--- config.mk ---
export PLATFORM = sky130hd
export DESIGN_NAME = tsp_timer
export DESIGN_NICKNAME = d
export VERILOG_FILES = /design/src/design/tsp_pkg.sv /design/src/design/tsp_timer.sv /design/src/design/tsp_phase_sync.sv /design/src/design/tsp_prescaler.sv
export SDC_FILE = /design/constraint.sdc
export NUM_CORES = 1
export LEC_CHECK = 0
export BUFFER_PORTS_ARGS = -buffer_cell sky130_fd_sc_hd__buf_2
export CORE_MARGIN = 2
export CORE_UTILIZATION = 55
export CTS_CLUSTER_DIAMETER = 50
export DETAILED_ROUTE_END_ITERATION = 7
export GPL_TIMING_DRIVEN = 0
export PLACE_DENSITY = 0.83
export SLEW_MARGIN = 10
export SYNTH_ARGS = -nofsm -noshare
export SYNTH_HDL_FRONTEND = slang
export SYNTH_HIERARCHICAL = 1
export SYNTH_SLANG_ARGS = --single-unit
--- constraint.sdc ---
create_clock -name clk_sys -period 4 [get_ports clk_sys]
set_clock_uncertainty 0.1 [all_clocks]
set_input_delay 0.8 -clock clk_sys [delete_from_list [all_inputs] [get_ports clk_sys]]
set_output_delay 0.8 -clock clk_sys [all_outputs]
set_load 0.05 [all_outputs]
--- src/design/tsp_pkg.sv ---
// constants shared by the timer, its prescaler and the phase synchroniser
package tsp_pkg;

    // ==========================================
    // register indices; byte address is four times the index
    localparam logic [7:0] IDX_TIMER_COUNT  = 8'h01;
    localparam logic [7:0] IDX_INT_CONTROL  = 8'h0b;
    localparam logic [7:0] IDX_OPTION_CFG   = 8'h81;
    localparam logic [7:0] IDX_PORTA_DIR    = 8'h85;
    localparam logic [7:0] IDX_CORE_CONTROL = 8'h90;

    // ==========================================
    // bus geometry
    localparam int         ADR_W     = 10;
    localparam int         IDX_LSB   = 2;
    localparam logic [23:0] READ_PAD = 24'h00_0000;

    // ==========================================
    // values after reset
    localparam logic [7:0] RST_TIMER_COUNT  = 8'h00;
    localparam logic [7:0] RST_INT_CONTROL  = 8'h00;
    localparam logic [7:0] RST_OPTION_CFG   = 8'hff;
    localparam logic [4:0] RST_PORTA_DIR    = 5'h1f;
    localparam logic [7:0] RST_PRESCALE     = 8'h00;

    // ==========================================
    // field positions
    localparam int OPT_SOURCE_BIT = 5;
    localparam int OPT_EDGE_BIT   = 4;
    localparam int OPT_ASSIGN_BIT = 3;
    localparam int OPT_RATIO_MSB  = 2;
    localparam int INT_ENABLE_BIT = 5;
    localparam int INT_FLAG_BIT   = 2;
    localparam int CORE_SLEEP_BIT = 0;
    localparam int CORE_WDCLR_BIT = 1;

    // ==========================================
    // counts
    localparam logic [7:0] COUNT_MAX   = 8'hff;
    localparam logic [1:0] HOLD_CYCLES = 2'h2;

    // ==========================================
    // instruction cycle phases, one clock each
    typedef enum logic [3:0] {
        PH_ONE   = 4'h1,
        PH_TWO   = 4'h2,
        PH_THREE = 4'h4,
        PH_FOUR  = 4'h8
    } tsp_phase_t;

endpackage

--- src/design/tsp_timer.sv ---
// 8-bit timer/counter with shared prescaler behind a wishbone slave
`timescale 1ns/100ps
module tsp_timer
    import tsp_pkg::*;
(
    input  wire logic             clk_sys,        // 125 MHz oscillator clock
    input  wire logic             rst_n,          // async reset, active low
    input  wire logic             wb_cyc_i,       // wishbone cycle
    input  wire logic             wb_stb_i,       // wishbone strobe
    input  wire logic             wb_we_i,        // wishbone write
    input  wire logic [ADR_W-1:0] wb_adr_i,       // byte address
    input  wire logic [3:0]       wb_sel_i,       // byte lanes
    input  wire logic [31:0]      wb_dat_i,       // write data
    output logic      [31:0]      wb_dat_o,       // read data
    output logic                  wb_ack_o,       // transfer acknowledge
    input  wire logic             extCountInput,  // external count pin
    input  wire logic             wdtRawTick,     // watchdog oscillator level
    output logic                  overflowIrq,    // overflow interrupt request
    output logic                  wdtTick,        // one pulse per watchdog count
    output logic                  wdtCounterClear // pulse clearing watchdog counter
);

    tsp_phase_t  phase_q;
    logic        ack_q;
    logic [31:0] rdData_q;
    logic [7:0]  timerCount_q;
    logic [7:0]  intControl_q;
    logic [7:0]  optionCfg_q;
    logic [4:0]  portADir_q;
    logic        sleepMode_q;
    logic        wdtClrPulse_q;
    logic        irq_q;
    logic [1:0]  hold_q;
    logic        extPrev_q;
    logic        syncPrev_q;
    logic        wdtDivPrev_q;
    logic        rawPrev_q;
    logic        wdtTick_q;
    logic        wdtClr_q;
    logic [7:0]  regIndex;
    logic        busWrite;
    logic        wrCount;
    logic        phFour;
    logic        assignTimer;
    logic [2:0]  ratio;
    logic        extLevel;
    logic        extRise;
    logic        prescEdge;
    logic        prescClear;
    logic [7:0]  prescCount;
    logic        prescOut;
    logic        syncLevel;
    logic        syncRise;
    logic        useSyncPath;
    logic        tickEvent;
    logic        incPulse;
    logic        overflowEvt;
    logic        wdtDivLevel;
    logic [7:0]  readMux;

    // pick one prescaler bit; shared by the timer and watchdog taps
    function automatic logic scaleBit(input logic [7:0] cnt, input logic [2:0] idx);
        scaleBit = cnt[idx];
    endfunction

    // ==========================================
    // instruction cycle phases
    always_ff @(posedge clk_sys or negedge rst_n) begin
        if (!rst_n) begin
            phase_q <= PH_ONE;
        end else begin
            case (phase_q)
                PH_ONE:   phase_q <= PH_TWO;
                PH_TWO:   phase_q <= PH_THREE;
                PH_THREE: phase_q <= PH_FOUR;
                PH_FOUR:  phase_q <= PH_ONE;
                default:  phase_q <= PH_ONE;
            endcase
        end
    end

    assign phFour = (phase_q == PH_FOUR);

    // ==========================================
    // wishbone slave: ack one cycle after the strobe, writes on the ack edge
    assign regIndex = wb_adr_i[ADR_W-1:IDX_LSB];
    assign busWrite = wb_cyc_i & wb_stb_i & wb_we_i & ack_q & wb_sel_i[0];
    assign wrCount  = busWrite & (regIndex == IDX_TIMER_COUNT);

    always_ff @(posedge clk_sys or negedge rst_n) begin
        if (!rst_n) begin
            ack_q <= 1'b0;
        end else begin
            ack_q <= wb_cyc_i & wb_stb_i & ~ack_q;
        end
    end

    // read mux; prescaler count never appears here
    always_comb begin
        readMux = 8'h00;
        case (regIndex)
            IDX_TIMER_COUNT:  readMux = timerCount_q;
            IDX_INT_CONTROL:  readMux = intControl_q;
            IDX_OPTION_CFG:   readMux = optionCfg_q;
            IDX_PORTA_DIR:    readMux = {3'h0, portADir_q};
            IDX_CORE_CONTROL: readMux = {7'h00, sleepMode_q};
            default:          readMux = 8'h00;
        endcase
    end

    always_ff @(posedge clk_sys or negedge rst_n) begin
        if (!rst_n) begin
            rdData_q <= 32'h0000_0000;
        end else if (wb_cyc_i & wb_stb_i & ~ack_q) begin
            rdData_q <= {READ_PAD, readMux};
        end
    end

    // ==========================================
    // plain configuration registers; assignment may change any time
    always_ff @(posedge clk_sys or negedge rst_n) begin
        if (!rst_n) begin
            optionCfg_q <= RST_OPTION_CFG;
            portADir_q  <= RST_PORTA_DIR;
            sleepMode_q <= 1'b0;
        end else if (busWrite) begin
            if (regIndex == IDX_OPTION_CFG) optionCfg_q <= wb_dat_i[7:0];
            if (regIndex == IDX_PORTA_DIR) portADir_q <= wb_dat_i[4:0];
            if (regIndex == IDX_CORE_CONTROL) sleepMode_q <= wb_dat_i[CORE_SLEEP_BIT];
        end
    end

    // watchdog clear command is write-one, self clearing
    always_ff @(posedge clk_sys or negedge rst_n) begin
        if (!rst_n) begin
            wdtClrPulse_q <= 1'b0;
        end else begin
            wdtClrPulse_q <= busWrite & (regIndex == IDX_CORE_CONTROL) & wb_dat_i[CORE_WDCLR_BIT];
        end
    end

    // ==========================================
    // option decode
    // low five option bits
    assign assignTimer = ~optionCfg_q[OPT_ASSIGN_BIT];   // assignment polarity
    assign ratio       = optionCfg_q[OPT_RATIO_MSB:0];
    assign extLevel    = extCountInput ^ optionCfg_q[OPT_EDGE_BIT];
    assign extRise     = extLevel & ~extPrev_q;

    // ext level idles high under the reset config, so its history starts high: no false edge
    always_ff @(posedge clk_sys or negedge rst_n) begin
        if (!rst_n) begin
            extPrev_q    <= 1'b1;
            wdtDivPrev_q <= 1'b0;
            rawPrev_q    <= 1'b0;
        end else begin
            extPrev_q    <= extLevel;
            wdtDivPrev_q <= wdtDivLevel;
            rawPrev_q    <= wdtRawTick;
        end
    end

    // ==========================================
    // shared prescaler; source and clear follow the assignment
    // single prescaler, one owner
    assign prescEdge  = assignTimer ? (~sleepMode_q & (optionCfg_q[OPT_SOURCE_BIT] ? extRise : phFour))
                                    : (wdtRawTick & ~rawPrev_q & (ratio != 3'h0));
    // count write clears / watchdog clear
    assign prescClear = assignTimer ? wrCount : wdtClrPulse_q;

    tsp_prescaler u_prescaler (
        .clk_sys   (clk_sys),
        .rst_n     (rst_n),
        .countEdge (prescEdge),
        .clear     (prescClear),
        .count     (prescCount)
    );

    // ratio tap is a symmetric divider / timer ratio 2^(ratio+1)
    // bypass when prescaler serves the watchdog
    assign prescOut = assignTimer ? scaleBit(prescCount, ratio) : extLevel;

    // ==========================================
    // phase synchroniser and edge detect
    // sample on phase two and four
    tsp_phase_sync u_sync (
        .clk_sys   (clk_sys),
        .rst_n     (rst_n),
        .sampleNow ((phase_q == PH_TWO) | phFour),
        .levelIn   (prescOut),
        .levelOut  (syncLevel)
    );

    always_ff @(posedge clk_sys or negedge rst_n) begin
        if (!rst_n) begin
            syncPrev_q <= 1'b1;
        end else begin
            syncPrev_q <= syncLevel;
        end
    end

    assign syncRise    = syncLevel & ~syncPrev_q;
    // internal clock without prescaler needs no synchroniser
    assign useSyncPath = optionCfg_q[OPT_SOURCE_BIT] | assignTimer;
    assign tickEvent   = useSyncPath ? syncRise : phFour;
    // sleep stops counting / write hold-off
    assign incPulse    = tickEvent & ~sleepMode_q & (hold_q == 2'h0) & ~wrCount;
    assign overflowEvt = incPulse & (timerCount_q == COUNT_MAX);

    // ==========================================
    // hold-off: two instruction cycles blocked after a count write
    always_ff @(posedge clk_sys or negedge rst_n) begin
        if (!rst_n) begin
            hold_q <= 2'h0;
        end else if (wrCount) begin
            hold_q <= HOLD_CYCLES;
        end else if (phFour && hold_q != 2'h0) begin
            hold_q <= hold_q - 2'h1;
        end
    end

    // count register; a write wins over a coincident increment
    always_ff @(posedge clk_sys or negedge rst_n) begin
        if (!rst_n) begin
            timerCount_q <= RST_TIMER_COUNT;
        end else if (wrCount) begin
            timerCount_q <= wb_dat_i[7:0];
        end else if (incPulse) begin
            timerCount_q <= timerCount_q + 8'h01;
        end
    end

    // ==========================================
    // interrupt control; overflow set beats a software clear
    always_ff @(posedge clk_sys or negedge rst_n) begin
        if (!rst_n) begin
            intControl_q <= RST_INT_CONTROL;
        end else begin
            if (busWrite && regIndex == IDX_INT_CONTROL) intControl_q <= wb_dat_i[7:0];
            if (overflowEvt) intControl_q[INT_FLAG_BIT] <= 1'b1;
        end
    end

    always_ff @(posedge clk_sys or negedge rst_n) begin
        if (!rst_n) begin
            irq_q <= 1'b0;
        end else begin
            irq_q <= intControl_q[INT_FLAG_BIT] & intControl_q[INT_ENABLE_BIT];
        end
    end

    // ==========================================
    // watchdog postscaler: 2^ratio when assigned, raw otherwise
    // watchdog division
    assign wdtDivLevel = (~assignTimer && ratio != 3'h0) ? scaleBit(prescCount, ratio - 3'h1) : wdtRawTick;

    always_ff @(posedge clk_sys or negedge rst_n) begin
        if (!rst_n) begin
            wdtTick_q <= 1'b0;
            wdtClr_q  <= 1'b0;
        end else begin
            wdtTick_q <= wdtDivLevel & ~wdtDivPrev_q;
            wdtClr_q  <= wdtClrPulse_q;
        end
    end

    assign wb_dat_o        = rdData_q;
    assign wb_ack_o        = ack_q;
    assign overflowIrq     = irq_q;
    assign wdtTick         = wdtTick_q;
    assign wdtCounterClear = wdtClr_q;
endmodule

--- src/design/tsp_phase_sync.sv ---
// two-stage synchroniser that samples only on the second and fourth phases
`timescale 1ns/100ps
module tsp_phase_sync
    import tsp_pkg::*;
(
    input  wire logic clk_sys,   // core clock
    input  wire logic rst_n,     // async reset, active low
    input  wire logic sampleNow, // high on phase two and phase four
    input  wire logic levelIn,   // prescaler output level
    output logic      levelOut   // synchronised level
);

    logic stageOne_q;
    logic stageTwo_q;

    // ==========================================
    // sampling chain; the first stage feeds only the second
    always_ff @(posedge clk_sys or negedge rst_n) begin
        if (!rst_n) begin
            stageOne_q <= 1'b1;
            stageTwo_q <= 1'b1;
        end else if (sampleNow) begin
            stageOne_q <= levelIn;
            stageTwo_q <= stageOne_q;
        end
    end

    assign levelOut = stageTwo_q;

endmodule

--- src/design/tsp_prescaler.sv ---
// shared 8-bit prescaler counter, hidden from software
`timescale 1ns/100ps
module tsp_prescaler
    import tsp_pkg::*;
(
    input  wire logic       clk_sys,   // core clock
    input  wire logic       rst_n,     // async reset, active low
    input  wire logic       countEdge, // one-cycle pulse per source edge
    input  wire logic       clear,     // one-cycle clear pulse
    output logic [7:0]      count      // synchronous binary count, bits give the ratios
);

    logic [7:0] count_q;

    // ==========================================
    // counter; a clear beats a coincident edge so the restart is exact
    always_ff @(posedge clk_sys or negedge rst_n) begin
        if (!rst_n) begin
            count_q <= RST_PRESCALE;
        end else if (clear) begin
            count_q <= RST_PRESCALE;
        end else if (countEdge) begin
            count_q <= count_q + 8'h01;
        end
    end

    assign count = count_q;

endmodule

==> summary.json, run 1 <==
{
  "outcome": "finished clean",
  "cp.required_ns": 4.17,
  "max_slew.worst_pin.slew_ns": 0.946,
  "clock_tree.root_cell": "sky130_fd_sc_hd__clkbuf_8",
  "cellLeakagePower_nw": 1.82,
  "timing.fmax_ghz": 0.311,
  "floorplan.core_area_um2": 5890,
  "ir_worst_vdd_uv": 194,
  "p_sw_uw": 432,
  "maximum_number_of_pins_on_one_net_before_global_route_repair": 64,
  "global_route.usage.total": 0.234,
  "fillerInstances": 435,
  "timing.setup.tns_ns": 0,
  "antenna_found_initial": 0,
  "final_layout_size_suffix_gt1_frac": 0.358,
  "internal_cell_power_mw": 1.10,
  "ys_warn_count": 6,
  "critical_path.endpoint_type": "flop",
  "dpl.cell_count": 428,
  "synth_enable_flop_cells": 0,
  "totalWireLength_mm": 6.91,
  "synth_async_sr_flop_share": 1.00,
  "pin_count": 89,
  "die-area_um2": 6660,
  "tritoncts": "yes",
  "setup_viol_count_final": 0,
  "sequential_cell_area_um2": 1600,
  "postCtsSetupRepairBufs": 0,
  "ctsHoldBuffers": 0,
  "cts_max_path_buffers": 2,
  "final_cell_count_without_fillers": 444,
  "final-hold-violation-count": 0,
  "drt.antenna.violating_nets": 0,
  "final_clock_period_utilization_by_the_worst_path": 0.805,
  "detailedPlace.worstSlack_ns": 0.479,
  "ys_ff_latch": 63,
  "num_vias": 2433,
  "detail_route.wl_per_cell_um": 15.6,
  "area_delta_synth_final_pct": 17.5,
  "cp.arrival_ns": 3.38,
  "grt_first_pass_wirelength_mm": 11.5,
  "synth_top_flop_cell": "sky130_fd_sc_hd__dfrtp_1",
  "critPathMaxFanout": 10,
  "grt-ovfl-total": 0,
  "chipHeight_um": 81.6,
  "total_area_of_multi_input_combinational_cells_um2": 1540,
  "place_congestion": 0.840,
  "initial_utilization": 0.563,
  "num_rows": 28,
  "worst_setup_path_start_kind": "input pin",
  "rsz0062_at_grt": "false",
  "synthMuxAreaShare": 0.129,
  "clk_latency_ns": 0.33,
  "detailedRoute.firstIterationViolations": 191,
  "synthAdderAreaFrac": 0.0189,
  "detail_route.vias_per_cell": 5.48,
  "critPathKind": "in -> reg",
  "power_density_nw_per_um2": 393,
  "cts_resized": 0,
  "synth_compound_gate_area_share": 0.108,
  "p_clk_frac": 0.406,
  "finalWorstSetupSlack_ns": 0.782,
  "clock_tree.htree_level_count": 3,
  "synth_sequential_area_ratio": 0.483,
  "worst_path_dominant_cell_family": "simple AND/OR/NAND/NOR gates",
  "tritoncts_sinks": 63,
  "syn_inst": 295,
  "timing.slew.headroom": 0.364,
  "firstDrtPassIters": 4,
  "total_of_buffers_placed_on_input_and_output_ports": 35,
  "design.final.nets": 422,
  "mappedNetlistArea_um2": 3310,
  "postSynthAreaPerCell_um2": 11.2,
  "fin_hold_ws_ns": 0.277,
  "critical_path_cell_by_cell": "buf_2, nor2b_1, nand3_2, nor4_2, mux2_2, buf_4, o2111ai_4, or3_1, a21oi_1",
  "die_width_um": 81.6,
  "clk_pin_slew_worst_paths_ns": 0.07,
  "drc_errors": 0,
  "hpwlAfterDp_mm": 4.83,
  "combinational_family_with_the_most_area_after_synthesis": "simple AND/OR/NAND/NOR gates",
  "power.share.combinational": 0.150,
  "p_sw_frac": 0.282,
  "hold_class": "reg -> reg",
  "cts_inserted_buffers": 9,
  "insertedDiodeCount": 0,
  "post_synth_simple_gate_area": 0.146,
  "worst_path_max_delay_cell": "sky130_fd_sc_hd__nor4_2",
  "synthDistinctLibCells": 50,
  "layout_min_cycle_time_ns": 3.22,
  "synthXorXnorAreaFrac": 0.0370,
  "critical_path.max_stage_delay_ns": 0.77,
  "cap_violations": 0,
  "slew_violations": 0,
  "seq_power_share": 0.444,
  "critical_path.n_buffers_inverters": 2,
  "via_count_of_the_first_global_routing_pass": 2418
}
==> kinds of logic after synthesis <==
family	after synthesis
AND/OR/NAND/NOR	85
flip-flops	63
AO/OA/AOI/OAI	51
buffers and inverters	41
multiplexers	35
XOR/XNOR	14
adder cells (fa/ha/maj)	5
other	1
==> placed cells by master (no fill, tap or decap), types with 2 or more instances in the layout <==
cell type                    n
sky130_fd_sc_hd__a21oi_1     7
sky130_fd_sc_hd__a22oi_1     8
sky130_fd_sc_hd__and2_1      3
sky130_fd_sc_hd__buf_2      37
sky130_fd_sc_hd__buf_4      27
sky130_fd_sc_hd__bufinv_16   2
sky130_fd_sc_hd__clkbuf_1    6
sky130_fd_sc_hd__clkbuf_8   10
sky130_fd_sc_hd__conb_1     24
sky130_fd_sc_hd__dfrtp_1    45
sky130_fd_sc_hd__dfstp_2    18
sky130_fd_sc_hd__ha_1        5
sky130_fd_sc_hd__inv_1       7
sky130_fd_sc_hd__mux2_2     22
sky130_fd_sc_hd__mux2i_1     9
sky130_fd_sc_hd__mux4_2      4
sky130_fd_sc_hd__nand2_1    17
sky130_fd_sc_hd__nand2b_1    3
sky130_fd_sc_hd__nand3_1     7
sky130_fd_sc_hd__nand4_1     5
sky130_fd_sc_hd__nor2_1     25
sky130_fd_sc_hd__nor2b_1     2
sky130_fd_sc_hd__nor3_1      3
sky130_fd_sc_hd__nor4b_1     3
sky130_fd_sc_hd__o21a_1      4
sky130_fd_sc_hd__o21ai_0    20
sky130_fd_sc_hd__o221ai_1    4
sky130_fd_sc_hd__or3_1       3
sky130_fd_sc_hd__xnor2_1     7
sky130_fd_sc_hd__xor2_1      7
==> worst register-to-register path: stages, from the launching register on <==
cell                        delay (ns)
sky130_fd_sc_hd__dfrtp_1          0.36
sky130_fd_sc_hd__and4_1           0.22
sky130_fd_sc_hd__nand2_1          0.14
sky130_fd_sc_hd__nor4_2           0.81
sky130_fd_sc_hd__mux2_2           0.30
sky130_fd_sc_hd__buf_4            0.18
sky130_fd_sc_hd__o2111ai_4        0.17
sky130_fd_sc_hd__or3_1            0.38
sky130_fd_sc_hd__a21oi_1          0.14
==> synth_stat cells, drive strengths merged, types with 3 or more instances <==
library cell	number	area (um^2)
xnor2	7	61.3
dfrtp	45	1130
a21oi	7	35.0
mux4	4	90.1
nor3	3	15.0
o21ai	21	105
nand3	8	45.0
inv	7	26.3
o221ai	4	35.0
or3	3	18.8
ha	5	62.6
xor2	7	61.3
nor2	25	93.8
clkbuf	5	18.8
mux2i	9	90.1
o21a	4	30.0
nor4b	4	50.1
nand2	17	63.8
mux2	22	248
nand2b	3	18.8
dfstp	18	473
and2	3	18.8
nand4	5	31.3
buf	29	210
a22oi	8	60.1
==> final timing paths <==
| kind | cells past startpoint | slack, ns | to | from |
|---|---|---|---|---|
| hold / removal | 0 | 0.28 | syncPrev_q$_DFF_PN1_ | u_sync/levelOut$_DFFE_PN1P_ |
| setup / recovery | 9 | 0.78 | u_prescaler/count[7]$_DFFE_PN0P_ | wb_adr_i[6] |
| min in group asynchronous | 1 | 0.44 | u_prescaler/count[5]$_DFFE_PN0P_ | rst_n |
| max in group asynchronous | 1 | 2.85 | timerCount_q[7]$_DFFE_PN0P_ | rst_n |
| setup reg to reg | 8 | 1.14 | u_prescaler/count[7]$_DFFE_PN0P_ | wb_ack_o$_DFF_PN0_ |
| hold reg to reg | 0 | 0.28 | syncPrev_q$_DFF_PN1_ | u_sync/levelOut$_DFFE_PN1P_ |
==> routing by layer <==
layer | GRT usage | up-vias | share of wire
met5 | 0 | - | 0
met3 | 0.0549 | 20 | 0.061
met4 | 0.117 | 0 | 0.029
li1 | - | 1142 | -
met1 | 0.282 | 1176 | 0.42
met2 | 0.393 | 95 | 0.49
==> sequential cells by signal (all words and copies together) (netlist names), 2 cells and up <==
signal / flops
portADir_q: 5
phase_q: 4
hold_q: 2
optionCfg_q: 8
wb_dat_o: 8
intControl_q: 8
timerCount_q: 8
u_prescaler/count: 8
==> stage by stage <==
step | power, mW | util | cell area (um^2)
after global routing | 1.59 | 0.661 | 3890
after CTS | 1.54 | 0.661 | 3890
after detailed placement | 0.920 | 0.624 | 3670
after floorplan | 0.857 | - | 3400
after global placement | 0.909 | 0.623 | 3670
final | 1.53 | 0.661 | 3890
==> power groups by stage <==
stage	clock (mW)	sequential (mW)	combinational, mW
after CTS	0.630	0.679	0.231
after global placement	0	0.688	0.221
after global routing	0.654	0.682	0.250
after floorplan	0	0.735	0.122
after detailed placement	0	0.690	0.230
final	0.621	0.679	0.230
==> final cells by class <==
type | count | share of cell area
Sequential cell | 63 | 0.411
Multi-Input combinational cell | 214 | 0.397
Buffer | 34 | 0.0588
Timing Repair Buffer | 35 | 0.0456
Clock buffer | 11 | 0.0363
Tap cell | 75 | 0.0241
Clock inverter | 5 | 0.0209
Inverter | 7 | 0.00675
Note: power is estimated with default switching activity, not from simulation.
==> run 2, diff against run 1 <==
--- a/config.mk
+++ b/config.mk
@@ -7,11 +7,11 @@
 export LEC_CHECK = 0
 export BUFFER_PORTS_ARGS = -buffer_cell sky130_fd_sc_hd__buf_2
 export CORE_MARGIN = 2
-export CORE_UTILIZATION = 55
+export CORE_UTILIZATION = 53
 export CTS_CLUSTER_DIAMETER = 50
 export DETAILED_ROUTE_END_ITERATION = 7
 export GPL_TIMING_DRIVEN = 0
-export PLACE_DENSITY = 0.83
+export PLACE_DENSITY = 0.8
 export SLEW_MARGIN = 10
 export SYNTH_ARGS = -nofsm -noshare
 export SYNTH_HDL_FRONTEND = slang
==> constraint.sdc (replaced) <==
create_clock -name clk_sys -period 3.2 [get_ports clk_sys]
set_clock_uncertainty 0.1 [all_clocks]
set_input_delay 0.64 -clock clk_sys [delete_from_list [all_inputs] [get_ports clk_sys]]
set_output_delay 0.64 -clock clk_sys [all_outputs]
set_load 0.05 [all_outputs]
==> run 2 against run 1 <==
Effect of this change:
- sequential share of layout area is 0.33 points lower
- worst setup slack worse by 0.47 ns
- largest power group unchanged
- critical path depth stayed put
- clock power grew 36%
- core utilization decreased by 0.64 points
==> summary.json, run 2 (synthesis gave the netlist of run 1 again) <==
{
  "outcome": {"value": "finished clean", "change": "unchanged"},
  "cts_max_path_buffers": {"value": 2, "change": "unchanged"},
  "grt_first_pass_wirelength": {"value": 11.1, "unit": "mm", "change": "was 11.5 mm"},
  "worst_setup_path_start_kind": {"value": "input pin", "change": "unchanged"},
  "total_of_buffers_placed_on_input_and_output_ports": {"value": 35, "change": "unchanged"},
  "timing.fmax_ghz": 0.346,
  "final_layout_size_suffix_gt1_frac": {"value": 0.360, "change": "was 0.358"},
  "commonest_cells_after_routing_fill_and_taps_aside": {"value": "sky130_fd_sc_hd__dfrtp_1 (45), sky130_fd_sc_hd__buf_2 (37), sky130_fd_sc_hd__buf_4 (27), sky130_fd_sc_hd__nor2_1 (25), sky130_fd_sc_hd__conb_1 (24)", "change": "unchanged"},
  "sequential_cell_area": {"value": 1600, "unit": "um^2", "change": "unchanged"},
  "hold_class": {"value": "in -> async", "change": "was reg -> reg"},
  "critical_path.endpoint_type": {"value": "flop", "change": "unchanged"},
  "tritoncts": {"value": "yes", "change": "unchanged"},
  "global_route.usage.total": {"value": 0.202, "change": "was 0.234"},
  "clk_latency": {"value": 0.34, "unit": "ns", "change": "was 0.33 ns"},
  "grt-ovfl-total": {"value": 0, "change": "unchanged"},
  "detail_route.wl_per_cell": {"value": 14.9, "unit": "um", "change": "was 15.6 um"},
  "cp.required": {"value": 3.36, "unit": "ns", "change": "was 4.17 ns"},
  "rsz0062_at_grt": {"value": "false", "change": "unchanged"},
  "critical_path.max_stage_delay": {"value": 0.53, "unit": "ns", "change": "was 0.77 ns"},
  "via_count_of_the_first_global_routing_pass": {"value": 2339, "change": "was 2418"},
  "layout_min_cycle_time_ns": 2.89,
  "total_area_of_multi_input_combinational_cells": {"value": 1550, "unit": "um^2", "change": "was 1540 um^2"},
  "totalWireLength": {"value": 6.61, "unit": "mm", "change": "was 6.91 mm"},
  "place_congestion": {"value": 0.837, "change": "was 0.840"},
  "design.final.nets": {"value": 422, "change": "unchanged"},
  "fin_hold_ws": {"value": 0.275, "unit": "ns", "change": "was 0.277 ns"},
  "hpwlAfterDp": {"value": 4.69, "unit": "mm", "change": "was 4.83 mm"},
  "pin_count": {"value": 89, "change": "unchanged"},
  "antenna_found_initial": {"value": 0, "change": "unchanged"},
  "clock_tree.htree_level_count": {"value": 3, "change": "unchanged"},
  "fillerInstances": {"value": 469, "change": "was 435"},
  "power_density": {"value": 503, "unit": "nW/um^2", "change": "was 393 nW/um^2"},
  "cts_inserted_buffers": {"value": 9, "change": "unchanged"},
  "final_clock_period_utilization_by_the_worst_path": 0.903,
  "final-hold-violation-count": {"value": 0, "change": "unchanged"},
  "die_width": {"value": 83.1, "unit": "um", "change": "was 81.6 um"},
  "tritoncts_sinks": {"value": 63, "change": "unchanged"},
  "layout_commonest_cell": {"value": "sky130_fd_sc_hd__dfrtp_1", "change": "unchanged"},
  "drt.antenna.violating_nets": {"value": 0, "change": "unchanged"},
  "floorplan.core_area": {"value": 5990, "unit": "um^2", "change": "was 5890 um^2"},
  "ir_worst_vdd": {"value": 310, "unit": "uV", "change": "was 194 uV"},
  "clock_tree.root_cell": {"value": "sky130_fd_sc_hd__clkbuf_8", "change": "unchanged"},
  "critPathKind": {"value": "in -> reg", "change": "unchanged"},
  "initial_utilization": {"value": 0.553, "change": "was 0.563"},
  "finalPower": {"value": 1.97, "unit": "mW", "change": "was 1.53 mW"},
  "max_slew.worst_pin.slew": {"value": 0.759, "unit": "ns", "change": "was 0.946 ns"},
  "slew_violations": {"value": 0, "change": "unchanged"},
  "timing.slew.headroom": {"value": 0.494, "change": "was 0.364"},
  "worst_path_max_delay_cell": {"value": "sky130_fd_sc_hd__nor4_4", "change": "was sky130_fd_sc_hd__nor4_2"},
  "critPathMaxFanout": {"value": 10, "change": "unchanged"},
  "insertedDiodeCount": {"value": 0, "change": "unchanged"},
  "num_vias": {"value": 2410, "change": "was 2433"},
  "firstDrtPassIters": {"value": 4, "change": "unchanged"},
  "die-area": {"value": 6900, "unit": "um^2", "change": "was 6660 um^2"},
  "clk_pin_slew_worst_paths": {"value": 0.08, "unit": "ns", "change": "was 0.07 ns"},
  "chipHeight": {"value": 83.1, "unit": "um", "change": "was 81.6 um"},
  "maximum_number_of_pins_on_one_net_before_global_route_repair": {"value": 64, "change": "unchanged"},
  "critical_path_cell_by_cell": {"value": "buf_2, nor2b_1, nand3_2, nor4_4, mux2_2, buf_4, o2111ai_4, or3_1, a21oi_1", "change": "was buf_2, nor2b_1, nand3_2, nor4_2, mux2_2, buf_4, o2111ai_4, or3_1, a21oi_1"},
  "num_rows": {"value": 28, "change": "unchanged"},
  "cap_violations": {"value": 0, "change": "unchanged"},
  "cp.arrival": {"value": 3.05, "unit": "ns", "change": "was 3.38 ns"},
  "setup_viol_count_final": {"value": 0, "change": "unchanged"},
  "detail_route.vias_per_cell": {"value": 5.43, "change": "was 5.48"},
  "detailedRoute.firstIterationViolations": {"value": 137, "change": "was 191"},
  "cellLeakagePower": {"value": 1.83, "unit": "nW", "change": "was 1.82 nW"},
  "area_delta_synth_final": {"value": 18.5, "unit": "%", "change": "was 17.5%"},
  "drc_errors": {"value": 0, "change": "unchanged"}
}
-- run 2: per-layer routing --
layer | vias up | GRT usage | part of all wire
met5 | - | 0 | 0
met4 | 0 | 0.121 | 0.022
met3 | 14 | 0.0408 | 0.073
met2 | 90 | 0.301 | 0.47
met1 | 1165 | 0.272 | 0.44
li1 | 1141 | - | -
-- run 2: what timing repair did --
item	4_1_cts	5_1_grt
resized for setup	0	1
hold endpoints to repair	0	0
setup buffers	0	0
hold buffers	0	0
endpoints found under the setup margin	0	2
-- run 2: through the flow --
step                setup TNS [ns]  std cells  instance area [um^2]  setup slack (ns)   util
finish                           0        444                  3920             0.310  0.655
floorplan                        0        318                  3400             0.509      -
CTS                              0        444                  3920            0.0460  0.654
global placement            -0.485        428                  3670            -0.243  0.612
global route                     0        444                  3920             0.164  0.655
detailed placement          -0.657        428                  3670            -0.308  0.613
-- run 2: area by class of cell --
| class | instances | share of cell area |
|---|---|---|
| buffer | 34 | 0.0584 |
| clock buffer | 10 | 0.0351 |
| clock inverter | 6 | 0.0274 |
| inverter | 7 | 0.00670 |
| multi-input combinational | 214 | 0.396 |
| sequential | 63 | 0.408 |
| tap | 75 | 0.0239 |
| timing repair buffer | 35 | 0.0453 |
-- run 2: worst paths after layout --
| kind | to | slack [ns] | depth (start not counted) | from |
|---|---|---|---|---|
| worst min register to register | syncPrev_q$_DFF_PN1_ | 0.28 | 0 | u_sync/levelOut$_DFFE_PN1P_ |
| worst max register to register | u_prescaler/count[7]$_DFFE_PN0P_ | 0.47 | 10 | optionCfg_q[0]$_DFFE_PN1P_ |
| max in group asynchronous | timerCount_q[2]$_DFFE_PN0P_ | 2.23 | 1 | rst_n |
| min in group clk_sys | syncPrev_q$_DFF_PN1_ | 0.28 | 0 | u_sync/levelOut$_DFFE_PN1P_ |
| worst max-delay path | u_prescaler/count[7]$_DFFE_PN0P_ | 0.31 | 9 | wb_adr_i[6] |
| worst min-delay path | timerCount_q[4]$_DFFE_PN0P_ | 0.28 | 1 | rst_n |
-- run 2: critical path, delay by kind of cell --
kind / cells / cell delay [ns]
simple gates: 4 / 1.53
mux: 1 / 0.28
buf+inv: 2 / 0.27
compound gates: 2 / 0.33
-- run 2: power by group --
part | switching, mW | internal [mW]
Clock | 0.308 | 0.536
Sequential | 0.0172 | 0.830
Combinational | 0.200 | 0.0813
